<file path="src/verilog/dcf_pkg.sv">
// Purpose: shared constants and carrier types for the dual-clock fifo flag block
// Assumes: sys_clk at 100 MHz; fifo clocks arrive as pins and are oversampled
// Notes:   timing counts derive from printed times and the sys_clk period
package dcf_pkg;
    localparam int unsigned DATA_W      = 18;
    localparam int unsigned DEPTH_DEF   = 64;
    localparam int unsigned DEPTH_MIN   = 64;
    localparam int unsigned DEPTH_MAX   = 4096;
    localparam int unsigned OFFSET_W    = 12;
    localparam int unsigned SETTLE_W    = 4;
    localparam int unsigned SYNC_STAGES = 3;

    localparam int unsigned SYS_CLK_PERIOD_NS     = 10;
    localparam int unsigned FULL_RELEASE_SKEW_NS  = 5;
    localparam int unsigned EMPTY_RELEASE_SKEW_NS = 5;
    localparam int unsigned ALMOST_FLAG_SKEW_NS   = 10;
    localparam int unsigned ASYNC_EXTRA_NS        = 5;

    // least times round up, never below one cycle
    localparam int unsigned FULL_RELEASE_SKEW_CYC =
        (FULL_RELEASE_SKEW_NS + SYS_CLK_PERIOD_NS - 1) / SYS_CLK_PERIOD_NS;
    localparam int unsigned EMPTY_RELEASE_SKEW_CYC =
        (EMPTY_RELEASE_SKEW_NS + SYS_CLK_PERIOD_NS - 1) / SYS_CLK_PERIOD_NS;
    localparam int unsigned ALMOST_FLAG_SKEW_CYC =
        (ALMOST_FLAG_SKEW_NS + SYS_CLK_PERIOD_NS - 1) / SYS_CLK_PERIOD_NS;
    localparam int unsigned ASYNC_EXTRA_CYC =
        (ASYNC_EXTRA_NS + SYS_CLK_PERIOD_NS - 1) / SYS_CLK_PERIOD_NS;

    localparam logic [SETTLE_W-1:0] SETTLE_LOAD = SETTLE_W'(ASYNC_EXTRA_CYC);
    localparam logic [SETTLE_W-1:0] SETTLE_ZERO = 4'h0;
    localparam logic [DATA_W-1:0]   DOUT_RESET  = 18'h00000;

    // everything that arrives from the pins, sampled as one bundle
    typedef struct packed {
        logic              wclk;
        logic              rclk;
        logic              write_en_n;
        logic              read_en_n;
        logic              out_en_n;
        logic              sync_flag_mode_sel;
        logic              write_cascade_in_n;
        logic              read_cascade_in_n;
        logic [DATA_W-1:0] din;
    } dcf_pins_t;

    localparam dcf_pins_t PINS_RESET = '{wclk: 1'b0, rclk: 1'b0, write_en_n: 1'b1,
        read_en_n: 1'b1, out_en_n: 1'b1, sync_flag_mode_sel: 1'b0,
        write_cascade_in_n: 1'b1, read_cascade_in_n: 1'b1, din: DOUT_RESET};

    typedef struct packed {
        logic full_flag_n;
        logic empty_flag_n;
        logic almost_full_flag_n;
        logic almost_empty_flag_n;
        logic half_full_flag_n;
    } dcf_flags_t;
endpackage : dcf_pkg

</file>
<file path="src/verilog/dcf_fifo.sv">
// Purpose: dual-clock 18-bit fifo with status flags and depth cascade tokens
// Assumes: fifo clocks, enables and data are pins oversampled by sys_clk
// Notes:   one pipeline cycle separates an edge on one side from the other side
//
// Function
// full releases at write edge after read
// empty releases at read edge after write
// sync almost-empty follows read edge after skew
// sync almost-full follows write edge after skew
// reset works with fifo clocks running
// outputs zero after reset, off when disabled
// first word only the cycle after empty releases
// first-word latency bounded at empty boundary
// read at almost-empty assertion leaves n-1
// write at almost-full assertion gives depth-m+1
// async almost flags settle after offset write
// mode select low gives clocked almost flags
// write cascade pulse on last location write
// read cascade pulse on last location read
// full low ignores every write
// almost flags assert within programmed offset
// sync almost flags move only on own clock
// cascade input pulse hands over the token
`timescale 1ns/1ps
module dcf_fifo
    import dcf_pkg::*;
#(
    parameter int unsigned DEPTH = DEPTH_DEF
) (
    input  wire logic                sys_clk,
    input  wire logic                resetn,
    input  wire dcf_pins_t           pins,
    input  wire logic                cascade_en,
    input  wire logic                first_load_n,
    input  wire logic [OFFSET_W-1:0] empty_offset,
    input  wire logic [OFFSET_W-1:0] full_offset,
    input  wire logic                offset_wr,
    output logic [DATA_W-1:0]        dout,
    output logic                     dout_oe,
    output dcf_flags_t               flags,
    output logic                     write_cascade_out_n,
    output logic                     read_cascade_out_n
);
    localparam int unsigned AW = $clog2(DEPTH);
    localparam int unsigned PW = AW + 1;
    localparam logic [PW-1:0] DEPTH_P = PW'(DEPTH);
    localparam logic [AW-1:0] LAST_LOC = AW'(DEPTH - 1);
    localparam logic [PW-1:0] HALF_P = PW'(DEPTH / 2);
    localparam logic [PW-1:0] ONE_P = PW'(1);
    localparam logic [PW-1:0] ZERO_P = PW'(0);

    typedef struct packed {
        dcf_pins_t         s1;
        dcf_pins_t         s2;
        dcf_pins_t         s3;
        logic              wclk_lvl;
        logic              rclk_lvl;
        logic [PW-1:0]     wptr;
        logic [PW-1:0]     rptr;
        dcf_flags_t        fl;
        logic [DATA_W-1:0] dout;
        logic              wcas_n;
        logic              rcas_n;
        logic              w_tok;
        logic              r_tok;
        logic              strap_done;
        logic [SETTLE_W-1:0] settle;
    } dcf_state_t;

    localparam dcf_state_t STATE_RESET = '{s1: PINS_RESET, s2: PINS_RESET,
        s3: PINS_RESET, wclk_lvl: 1'b0, rclk_lvl: 1'b0, wptr: ZERO_P, rptr: ZERO_P,
        fl: '{full_flag_n: 1'b1, empty_flag_n: 1'b0, almost_full_flag_n: 1'b1,
              almost_empty_flag_n: 1'b0, half_full_flag_n: 1'b1},
        dout: DOUT_RESET, wcas_n: 1'b1, rcas_n: 1'b1, w_tok: 1'b0, r_tok: 1'b0,
        strap_done: 1'b0, settle: SETTLE_ZERO};

    dcf_state_t        q;
    dcf_state_t        d;
    logic [DATA_W-1:0] mem [DEPTH];
    logic              wr_edge;
    logic              rd_edge;
    logic              wr_go;
    logic              rd_go;
    logic              w_tok_eff;
    logic              r_tok_eff;
    logic              sync_mode;
    logic [PW-1:0]     cnt;
    logic [PW-1:0]     af_level;
    logic [PW-1:0]     ae_level;

    // a change counts only once the second and third samples agree
    function automatic logic rise_seen(input logic s2, input logic s3, input logic lvl);
        rise_seen = (s2 == s3) & s3 & ~lvl;
    endfunction : rise_seen

    function automatic logic level_next(input logic s2, input logic s3, input logic lvl);
        level_next = (s2 == s3) ? s3 : lvl;
    endfunction : level_next

    assign wr_edge   = rise_seen(q.s2.wclk, q.s3.wclk, q.wclk_lvl);
    assign rd_edge   = rise_seen(q.s2.rclk, q.s3.rclk, q.rclk_lvl);
    assign w_tok_eff = ~cascade_en | q.w_tok;
    assign r_tok_eff = ~cascade_en | q.r_tok;
    assign sync_mode = ~q.s3.sync_flag_mode_sel;
    assign wr_go     = wr_edge & ~q.s3.write_en_n & q.fl.full_flag_n & w_tok_eff;
    assign rd_go     = rd_edge & ~q.s3.read_en_n & q.fl.empty_flag_n & r_tok_eff;
    assign cnt       = q.wptr - q.rptr;
    assign af_level  = DEPTH_P - PW'(full_offset);
    assign ae_level  = PW'(empty_offset);

    always_comb begin
        d = q;
        d.s1 = pins;
        d.s2 = q.s1;
        d.s3 = q.s2;
        d.wclk_lvl = level_next(q.s2.wclk, q.s3.wclk, q.wclk_lvl);
        d.rclk_lvl = level_next(q.s2.rclk, q.s3.rclk, q.rclk_lvl);
        // token strap caught on the first cycle after reset release
        if (!q.strap_done) begin
            d.strap_done = 1'b1;
            d.w_tok = ~first_load_n;
            d.r_tok = ~first_load_n;
        end
        if (wr_go) begin
            d.wptr = q.wptr + ONE_P;
        end
        if (rd_go) begin
            d.rptr = q.rptr + ONE_P;
            d.dout = mem[q.rptr[AW-1:0]];
        end
        // each side sees the other's pointer one cycle late, which covers the skew
        if (wr_edge) begin
            d.fl.full_flag_n = (d.wptr - q.rptr) != DEPTH_P;
            d.wcas_n = ~(wr_go & (q.wptr[AW-1:0] == LAST_LOC));
            if (wr_go && q.wptr[AW-1:0] == LAST_LOC) begin
                d.w_tok = 1'b0;
            end
            if (cascade_en && !q.s3.write_cascade_in_n) begin
                d.w_tok = 1'b1;
            end
            if (sync_mode) begin
                // flag taken from the count before this edge's own write
                d.fl.almost_full_flag_n = ~(cnt >= af_level);
            end
        end
        if (rd_edge) begin
            d.fl.empty_flag_n = (q.wptr - d.rptr) != ZERO_P;
            d.rcas_n = ~(rd_go & (q.rptr[AW-1:0] == LAST_LOC));
            if (rd_go && q.rptr[AW-1:0] == LAST_LOC) begin
                d.r_tok = 1'b0;
            end
            if (cascade_en && !q.s3.read_cascade_in_n) begin
                d.r_tok = 1'b1;
            end
            if (sync_mode) begin
                d.fl.almost_empty_flag_n = ~(cnt <= ae_level);
            end
        end
        if (offset_wr) begin
            d.settle = SETTLE_LOAD;
        end else if (q.settle != SETTLE_ZERO) begin
            d.settle = q.settle - 4'h1;
        end
        // async mode tracks the count directly, held while an offset settles
        if (!sync_mode && q.settle == SETTLE_ZERO && !offset_wr) begin
            d.fl.almost_full_flag_n  = ~(cnt >= af_level);
            d.fl.almost_empty_flag_n = ~(cnt <= ae_level);
        end
        d.fl.half_full_flag_n = ~(cnt > HALF_P);
    end

    // clocks may run freely during reset; every flop of the state record takes a constant
    always_ff @(posedge sys_clk or negedge resetn) begin
        if (!resetn) begin
            q <= STATE_RESET;
        end else begin
            q <= d;
        end
    end

    // storage carries no reset, so a reset cycle costs no clear time
    always_ff @(posedge sys_clk) begin
        if (wr_go) begin
            mem[q.wptr[AW-1:0]] <= q.s3.din;
        end
    end

    assign dout                = q.dout;
    assign dout_oe             = ~q.s3.out_en_n;
    assign flags               = q.fl;
    assign write_cascade_out_n = q.wcas_n;
    assign read_cascade_out_n  = q.rcas_n;
endmodule : dcf_fifo

</file>
<file path="config.mk">
export PLATFORM = sky130hd
export DESIGN_NAME = dcf_fifo
export DESIGN_NICKNAME = d
export VERILOG_FILES = /design/src/verilog/dcf_pkg.sv /design/src/verilog/dcf_fifo.sv
export SDC_FILE = /design/constraint.sdc
export NUM_CORES = 1
export LEC_CHECK = 0
export BUFFER_PORTS_ARGS = -buffer_cell sky130_fd_sc_hd__buf_2
export CAP_MARGIN = 15
export CELL_PAD_IN_SITES_DETAIL_PLACEMENT = 0
export CELL_PAD_IN_SITES_GLOBAL_PLACEMENT = 2
export CORE_ASPECT_RATIO = 0.7
export CORE_UTILIZATION = 52
export CTS_BUF_LIST = sky130_fd_sc_hd__clkbuf_4
export DETAILED_ROUTE_END_ITERATION = 16
export HOLD_SLACK_MARGIN = 0.05
export PLACE_DENSITY_LB_ADDON = 0.1
export SYNTH_ARGS = -nofsm -noshare
export SYNTH_HDL_FRONTEND = slang
export SYNTH_SLANG_ARGS = --single-unit
</file>
<file path="constraint.sdc">
create_clock -name sys_clk -period 4.4 [get_ports sys_clk]
set_input_delay 0.22 -clock sys_clk [delete_from_list [all_inputs] [get_ports sys_clk]]
set_output_delay 0.22 -clock sys_clk [all_outputs]
set_load 0.01 [all_outputs]
</file>
==> results.sh, run 1 <==
export IMPL_synth_ff_type="edfxtp_1"
export IMPL_gp_congestion=0.8523
export IMPL_grt_overflow=0
export IMPL_dr_pass1_iters=6
export IMPL_core_um2=92620
export IMPL_rsz0062_at_grt="no"
export IMPL_synth_edf_count=1152
export IMPL_synth_fp_nets=2429
export IMPL_dieArea_um2=95520
export IMPL_synth_seq_cells=1278
export IMPL_syn_avg_cell_area_um2=21.00
export IMPL_max_freq_ghz=0.2497
export IMPL_start_kind="flop"
export IMPL_vdd_ir_drop_worst_mv=0.4152
export IMPL_yosysWarningCount=0
export IMPL_dp_hpwl_um=72250
export IMPL_synthArstFlopShare_pct=9.859
export IMPL_worstSetupPathType="reg -> reg"
export IMPL_clock_latency_ns=1.19
export IMPL_ys_types=57
export IMPL_status="finished, final reports clean"
export IMPL_worst_path_max_delay_cell="dfrtp_4"
export IMPL_ys_seq_area_share_pct=77.05
export IMPL_r2r_slack_ns=0.40
export IMPL_clockBufferDepth=4
export IMPL_hp_class="in -> reg"
export IMPL_worstPathArrival_ns=5.05
export IMPL_post_cts_setup_buffers=0
export IMPL_cp_cell_sequence="inv_2 -> ha_1 -> nor2b_1 -> o21ai_0 -> nand2_1 -> xor2_1 -> ha_1 -> nand4_1 -> dlygate4sd3_1 -> nor2_1 -> dlygate4sd3_1 -> a21oi_1 -> mux2_2"
export IMPL_cp_end_kind="flop"
export IMPL_cp_max_fo=20
export IMPL_reg2reg_depth=13
export IMPL_final_common_cell="edfxtp_1"
export IMPL_grtUsageTotal_pct=26.22
export IMPL_synthCells=2334
export IMPL_placedCellCount=3651
export IMPL_slew_headroom_pct=33.76
export IMPL_final_cell_mix="edfxtp_1 (1152), clkbuf_4 (475), mux4_2 (256)"
export IMPL_htree_levels=5
export IMPL_grt_pass1_vias=25880
export IMPL_stdcell_count=4264
export IMPL_p_total_w=0.03149
export IMPL_whs_endpoint="flags[2]"
export IMPL_start_util_pct=52.92
export IMPL_root_buffer="clkbuf_4"
export IMPL_skew_ns=0.05931
export IMPL_io_buffers=70
export IMPL_cts_buffers=315
export IMPL_worstSetupStartpoint="q[33]"
export IMPL_power_density_nw_per_um2=559.7
export IMPL_std_cell_rows=93
export IMPL_netlist_area_um2=49020
export IMPL_io_pins=81
export IMPL_die_h_um=258.9
export IMPL_crit_path_max_incr_delay_ns=0.70
export IMPL_power_leakage_nw=18.87
export IMPL_r2r_end="flags[1]"
export IMPL_die_w_um=369.0
export IMPL_vias=25670
export IMPL_wl_per_cell_um=28.60
export IMPL_nNetsFinal=2908
export IMPL_fin_crit_sh_pct=91.02
export IMPL_grt_max_degree=94
export IMPL_setup_tns_ns=0
export IMPL_max_slew_worst_pin_slew_ns=0.9935
export IMPL_cap_violations=0
export IMPL_drc_errors=0
export IMPL_min_period_ns=4.005
export IMPL_via_per_inst=6.020
export IMPL_clock_sinks=1278
export IMPL_grt_pass1_wl_um=177100
export IMPL_cts_resized=0
export IMPL_min_from="full_offset[5]"
export IMPL_drtAntennaViolNets=0
export IMPL_clkTransAtPathRegs_ns=0.07
export IMPL_wl_um=121900
export IMPL_drv_slew=0
export IMPL_setup_viol=0
export IMPL_r2r_start="q[33]"
export IMPL_drtIter0Drc=2853
export IMPL_layout_drive_gt1_share_pct=35.00
export IMPL_crit_required_ns=5.44
export IMPL_tritoncts="built"
export IMPL_antenna_found_initial=6
export IMPL_hold_depth=6
export IMPL_area_delta_synth_final_pct=14.78
export IMPL_hold_violations=0
-- cell usage after synthesis (10+ instances only) --
cell	instances	area, µm²
ha_1	39	488.0
buf_1	18	67.56
nor2_1	96	360.4
a22oi_1	43	322.8
a221oi_1	39	341.6
mux2i_1	75	750.7
edfxtp_1	1152	34590
a21oi_1	34	170.2
o21ai_1	10	50.05
a22o_1	32	280.3
o211ai_1	17	127.6
buf_4	35	262.8
nand3_1	16	80.08
buf_6	15	168.9
nand2_1	51	191.4
mux4_2	256	5766
buf_2	20	100.1
inv_1	33	123.9
o22ai_1	20	125.1
o32a_1	18	180.2
xnor2_1	20	175.2
dfrtp_1	106	2653
clkbuf_1	45	168.9
dfstp_2	20	525.5
nand4_1	16	100.1
-- worst max-delay path: cells and delay by family (launching register included) --
kind	cells	cell delay (ns)
xor gates and xnor gates	1	0.33
muxes	1	0.26
DFF	1	0.70
adders and majority gates	2	0.56
and+or+nand+nor	4	0.40
AOI/OAI and AO/OA	2	0.25
buffers and inverters	3	1.40
-- repair_timing --
item                                    in CTS  in global routing
endpoints found under the setup margin       0                  0
endpoints found under the hold margin      178                  0
hold buffers                                75                  0
-- flip-flops by register name, indices dropped and copies added, names as in the netlist --
register / flops
d: 52
dout: 18
flags: 5
mem: 1152
q: 49
read_cascade_out_n: 1
write_cascade_out_n: 1
-- per-stage QoR --
| stage | hold WS (ns) | worst slack, ns | cell area, µm² | util (%) |
|---|---|---|---|---|
| CTS | 0.06077 | 0.3795 | 56160 | 60.63 |
| global route | 0.1553 | 0.1673 | 56260 | 60.74 |
| detailed placement | 0.2487 | 0.9181 | 51560 | 55.67 |
| finish | 0.2000 | 0.3950 | 56260 | 60.74 |
| global placement | 0.2336 | 0.8970 | 51540 | 55.64 |
| floorplan | -0.07559 | 1.275 | 49020 | - |
-- routing by layer --
metal / global-route usage, % / share of wire, %
met5: 0 / 0
met4: 8.737 / 2.1
met3: 5.735 / 9.4
met2: 36.69 / 44
met1: 41.08 / 45
-- cells by family (layout without fill, tap and decap cells) --
logic type / count (synthesis) / after routing / share of synthesized area (%)
AO/OA/AOI/OAI: 258 / 258 / 4.005
XOR/XNOR: 27 / 27 / 0.4824
adder cells (fa/ha/maj): 40 / 40 / 1.036
buffers and inverters: 169 / 861 / 1.843
flip-flops: 1278 / 1278 / 77.05
multiplexers: 339 / 339 / 13.48
other: 1 / 4 / 0.007650
AND/OR/NAND/NOR: 222 / 222 / 2.096
-- power breakdown --
part	leakage, nW	internal, W	switching (W)
Combinational	4.78	0.00369	0.00447
Sequential	11.8	0.0134	0.000356
Clock	2.31	0.00501	0.00452
Total	18.9	0.0221	0.00934
-- area by class of cell --
class | count | area, µm²
diodes | 3 | 7.507
well taps | 1235 | 1545
inverters | 36 | 135.1
fillers | 6806 | 36360
multi-input cells | 887 | 10460
clock inverters | 55 | 262.8
clock buffers | 475 | 3566
repair buffers | 295 | 2489
flip-flops and latches | 1278 | 37800
-- worst max path at each step --
stage / endpoint / slack, ns / cells past startpoint
floorplan: flags[3] / 1.27 / 13
global placement: flags[1] / 0.90 / 12
detailed placement: flags[1] / 0.92 / 12
CTS: flags[1] / 0.38 / 13
global route: flags[1] / 0.17 / 13
finish: flags[1] / 0.40 / 13
No activity file was read; power rests on OpenSTA's default activity.
==> inputs of run 2 (changes only) <==
CELL_PAD_IN_SITES_DETAIL_PLACEMENT = default   (was 0)
CELL_PAD_IN_SITES_GLOBAL_PLACEMENT = default   (was 2)
CORE_UTILIZATION = 65   (was 52)
PLACE_DENSITY = 0.82   (was default)
PLACE_DENSITY_LB_ADDON = default   (was 0.1)
TNS_END_PERCENT = 20   (was default)
==> run 2 against run 1 <==
Sequential cell count stayed put. Utilization is 14 points higher. Critical path depth is 1 higher. Total power is 1.2% lower. Largest power group unchanged. Fmax is 3.0% lower.
==> results.sh, run 2 (same netlist as run 1, synthesis figures left out) <==
export IMPL_std_cell_rows=83
export IMPL_final_common_cell="edfxtp_1"
export IMPL_setup_viol=0
export IMPL_die_h_um=231.8
export IMPL_clock_sinks=1278
export IMPL_wl_um=123900
export IMPL_grt_overflow=0
export IMPL_layout_drive_gt1_share_pct=33.50
export IMPL_min_period_ns=4.130
export IMPL_cp_end_kind="flop"
export IMPL_die_w_um=330.2
export IMPL_dp_hpwl_um=67170
export IMPL_slew_headroom_pct=15.61
export IMPL_cp_max_fo=28
export IMPL_hold_depth=5
export IMPL_drtIter0Drc=4021
export IMPL_dr_pass1_iters=6
export IMPL_start_util_pct=66.30
export IMPL_grt_pass1_wl_um=177900
export IMPL_hold_violations=0
export IMPL_drc_errors=0
export IMPL_r2r_slack_ns=0.27
export IMPL_max_freq_ghz=0.2421
export IMPL_p_total_w=0.03112
export IMPL_core_um2=73940
export IMPL_worst_slack_ns=0.2701
export IMPL_rsz0062_at_grt="no"
export IMPL_drv_slew=0
export IMPL_largest_reg_flops=1152
export IMPL_htree_levels=5
export IMPL_grt_max_degree=100
export IMPL_seq_area_um2=37800
export IMPL_busiest_layer="met2"
export IMPL_cap_violations=0
export IMPL_max_slew_worst_pin_slew_ns=1.266
export IMPL_multiInputGateArea_um2=10400
export IMPL_reg2reg_depth=14
export IMPL_grtUsageTotal_pct=33.18
export IMPL_dieArea_um2=76530
export IMPL_min_from="cascade_en"
export IMPL_io_buffers=70
export IMPL_via_per_inst=6.761
export IMPL_clockBufferDepth=4
export IMPL_nNetsFinal=2864
export IMPL_clock_latency_ns=1.22
export IMPL_fin_crit_sh_pct=93.86
export IMPL_r2r_start="q[32]"
export IMPL_whs_endpoint="q[32]"
export IMPL_met1_usage_pct=46.79
export IMPL_placedCellCount=3364
export IMPL_tritoncts="built"
export IMPL_antenna_found_initial=3
export IMPL_root_buffer="clkbuf_4"
export IMPL_skew_ns=0.1023
export IMPL_status="finished, final reports clean"
export IMPL_gp_congestion=0.9440
export IMPL_area_delta_synth_final_pct=12.94
export IMPL_stdcell_count=3938
export IMPL_cts_buffers=296
export IMPL_worstSetupPathType="reg -> reg"
export IMPL_cts_resized=0
export IMPL_vias=26620
export IMPL_drtAntennaViolNets=0
export IMPL_use_met3_pct=10.28
export IMPL_clkTransAtPathRegs_ns=0.08
export IMPL_crit_required_ns=5.46
export IMPL_wl_per_cell_um=31.47
export IMPL_worstPathArrival_ns=5.19
export IMPL_power_density_nw_per_um2=562.2
export IMPL_r2r_end="flags[1]"
export IMPL_io_pins=81
export IMPL_final_cell_mix="edfxtp_1 (1152), clkbuf_4 (443), mux4_2 (256)"
export IMPL_grt_pass1_vias=27100
export IMPL_start_kind="flop"
export IMPL_use_met2_pct=49.16
export IMPL_place_ws_ns=0.9675
export IMPL_n_fill_cell=3862
export IMPL_setup_tns_ns=0
export IMPL_hp_class="in -> reg"
export IMPL_vdd_ir_drop_worst_mv=0.4146
export IMPL_power_leakage_nw=18.58
## run 2: cell type report
| cell class | count | share of cell area, % |
|---|---|---|
| flip-flops and latches | 1278 | 68.28 |
| multi-input cells | 887 | 18.79 |
| clock buffers | 443 | 6.007 |
| repair buffers | 270 | 4.124 |
| well taps | 977 | 2.208 |
| clock inverters | 38 | 0.3096 |
| inverters | 36 | 0.2441 |
| diodes | 9 | 0.04068 |
## run 2: worst max-delay path by stage
stage	start	end
after floorplan	q[72]	flags[3]
after global placement	q[32]	flags[1]
after detailed placement	q[32]	flags[1]
after CTS	q[32]	flags[1]
after global routing	q[32]	flags[1]
final	q[32]	flags[1]
## run 2: critical path, stage by stage (launching register included)
cell           delay (ns)
dfrtp_4              0.75
ha_1                 0.36
fa_1                 0.40
nor2b_1              0.12
o21ai_0              0.11
a21boi_0             0.27
o21ai_0              0.16
a21o_1               0.21
and2_1               0.16
ha_1                 0.30
nand3_1              0.12
o21bai_1             0.12
dlygate4sd3_1        0.57
a21oi_1              0.07
mux2_2               0.26
## run 2: what timing repair did
| item | in CTS | in global routing |
|---|---|---|
| endpoints found under the hold margin | 182 | 0 |
| hold buffers | 73 | 0 |
| setup buffers | 0 | 0 |
## run 2: where the power goes
part           internal [W]  total, W  switching (W)
clock network       0.00462   0.00914        0.00453
logic               0.00363   0.00806        0.00443
registers            0.0134    0.0139       0.000485
## run 2: routing by layer
metal,part of all wire [%],wire (µm)
met5,0,0
met4,3.6,4490
met3,15,18670
met2,46,57270
met1,35,43510
## run 2: per-stage QoR
stage | area (µm²) | hold slack, ns | util, %
after detailed placement | 50880 | 0.3215 | 68.81
after global routing | 55350 | 0.1924 | 74.86
final | 55360 | 0.1932 | 74.87
after global placement | 50880 | 0.3060 | 68.81
after floorplan | 49020 | -0.07559 | -
after CTS | 55120 | 0.1315 | 74.55
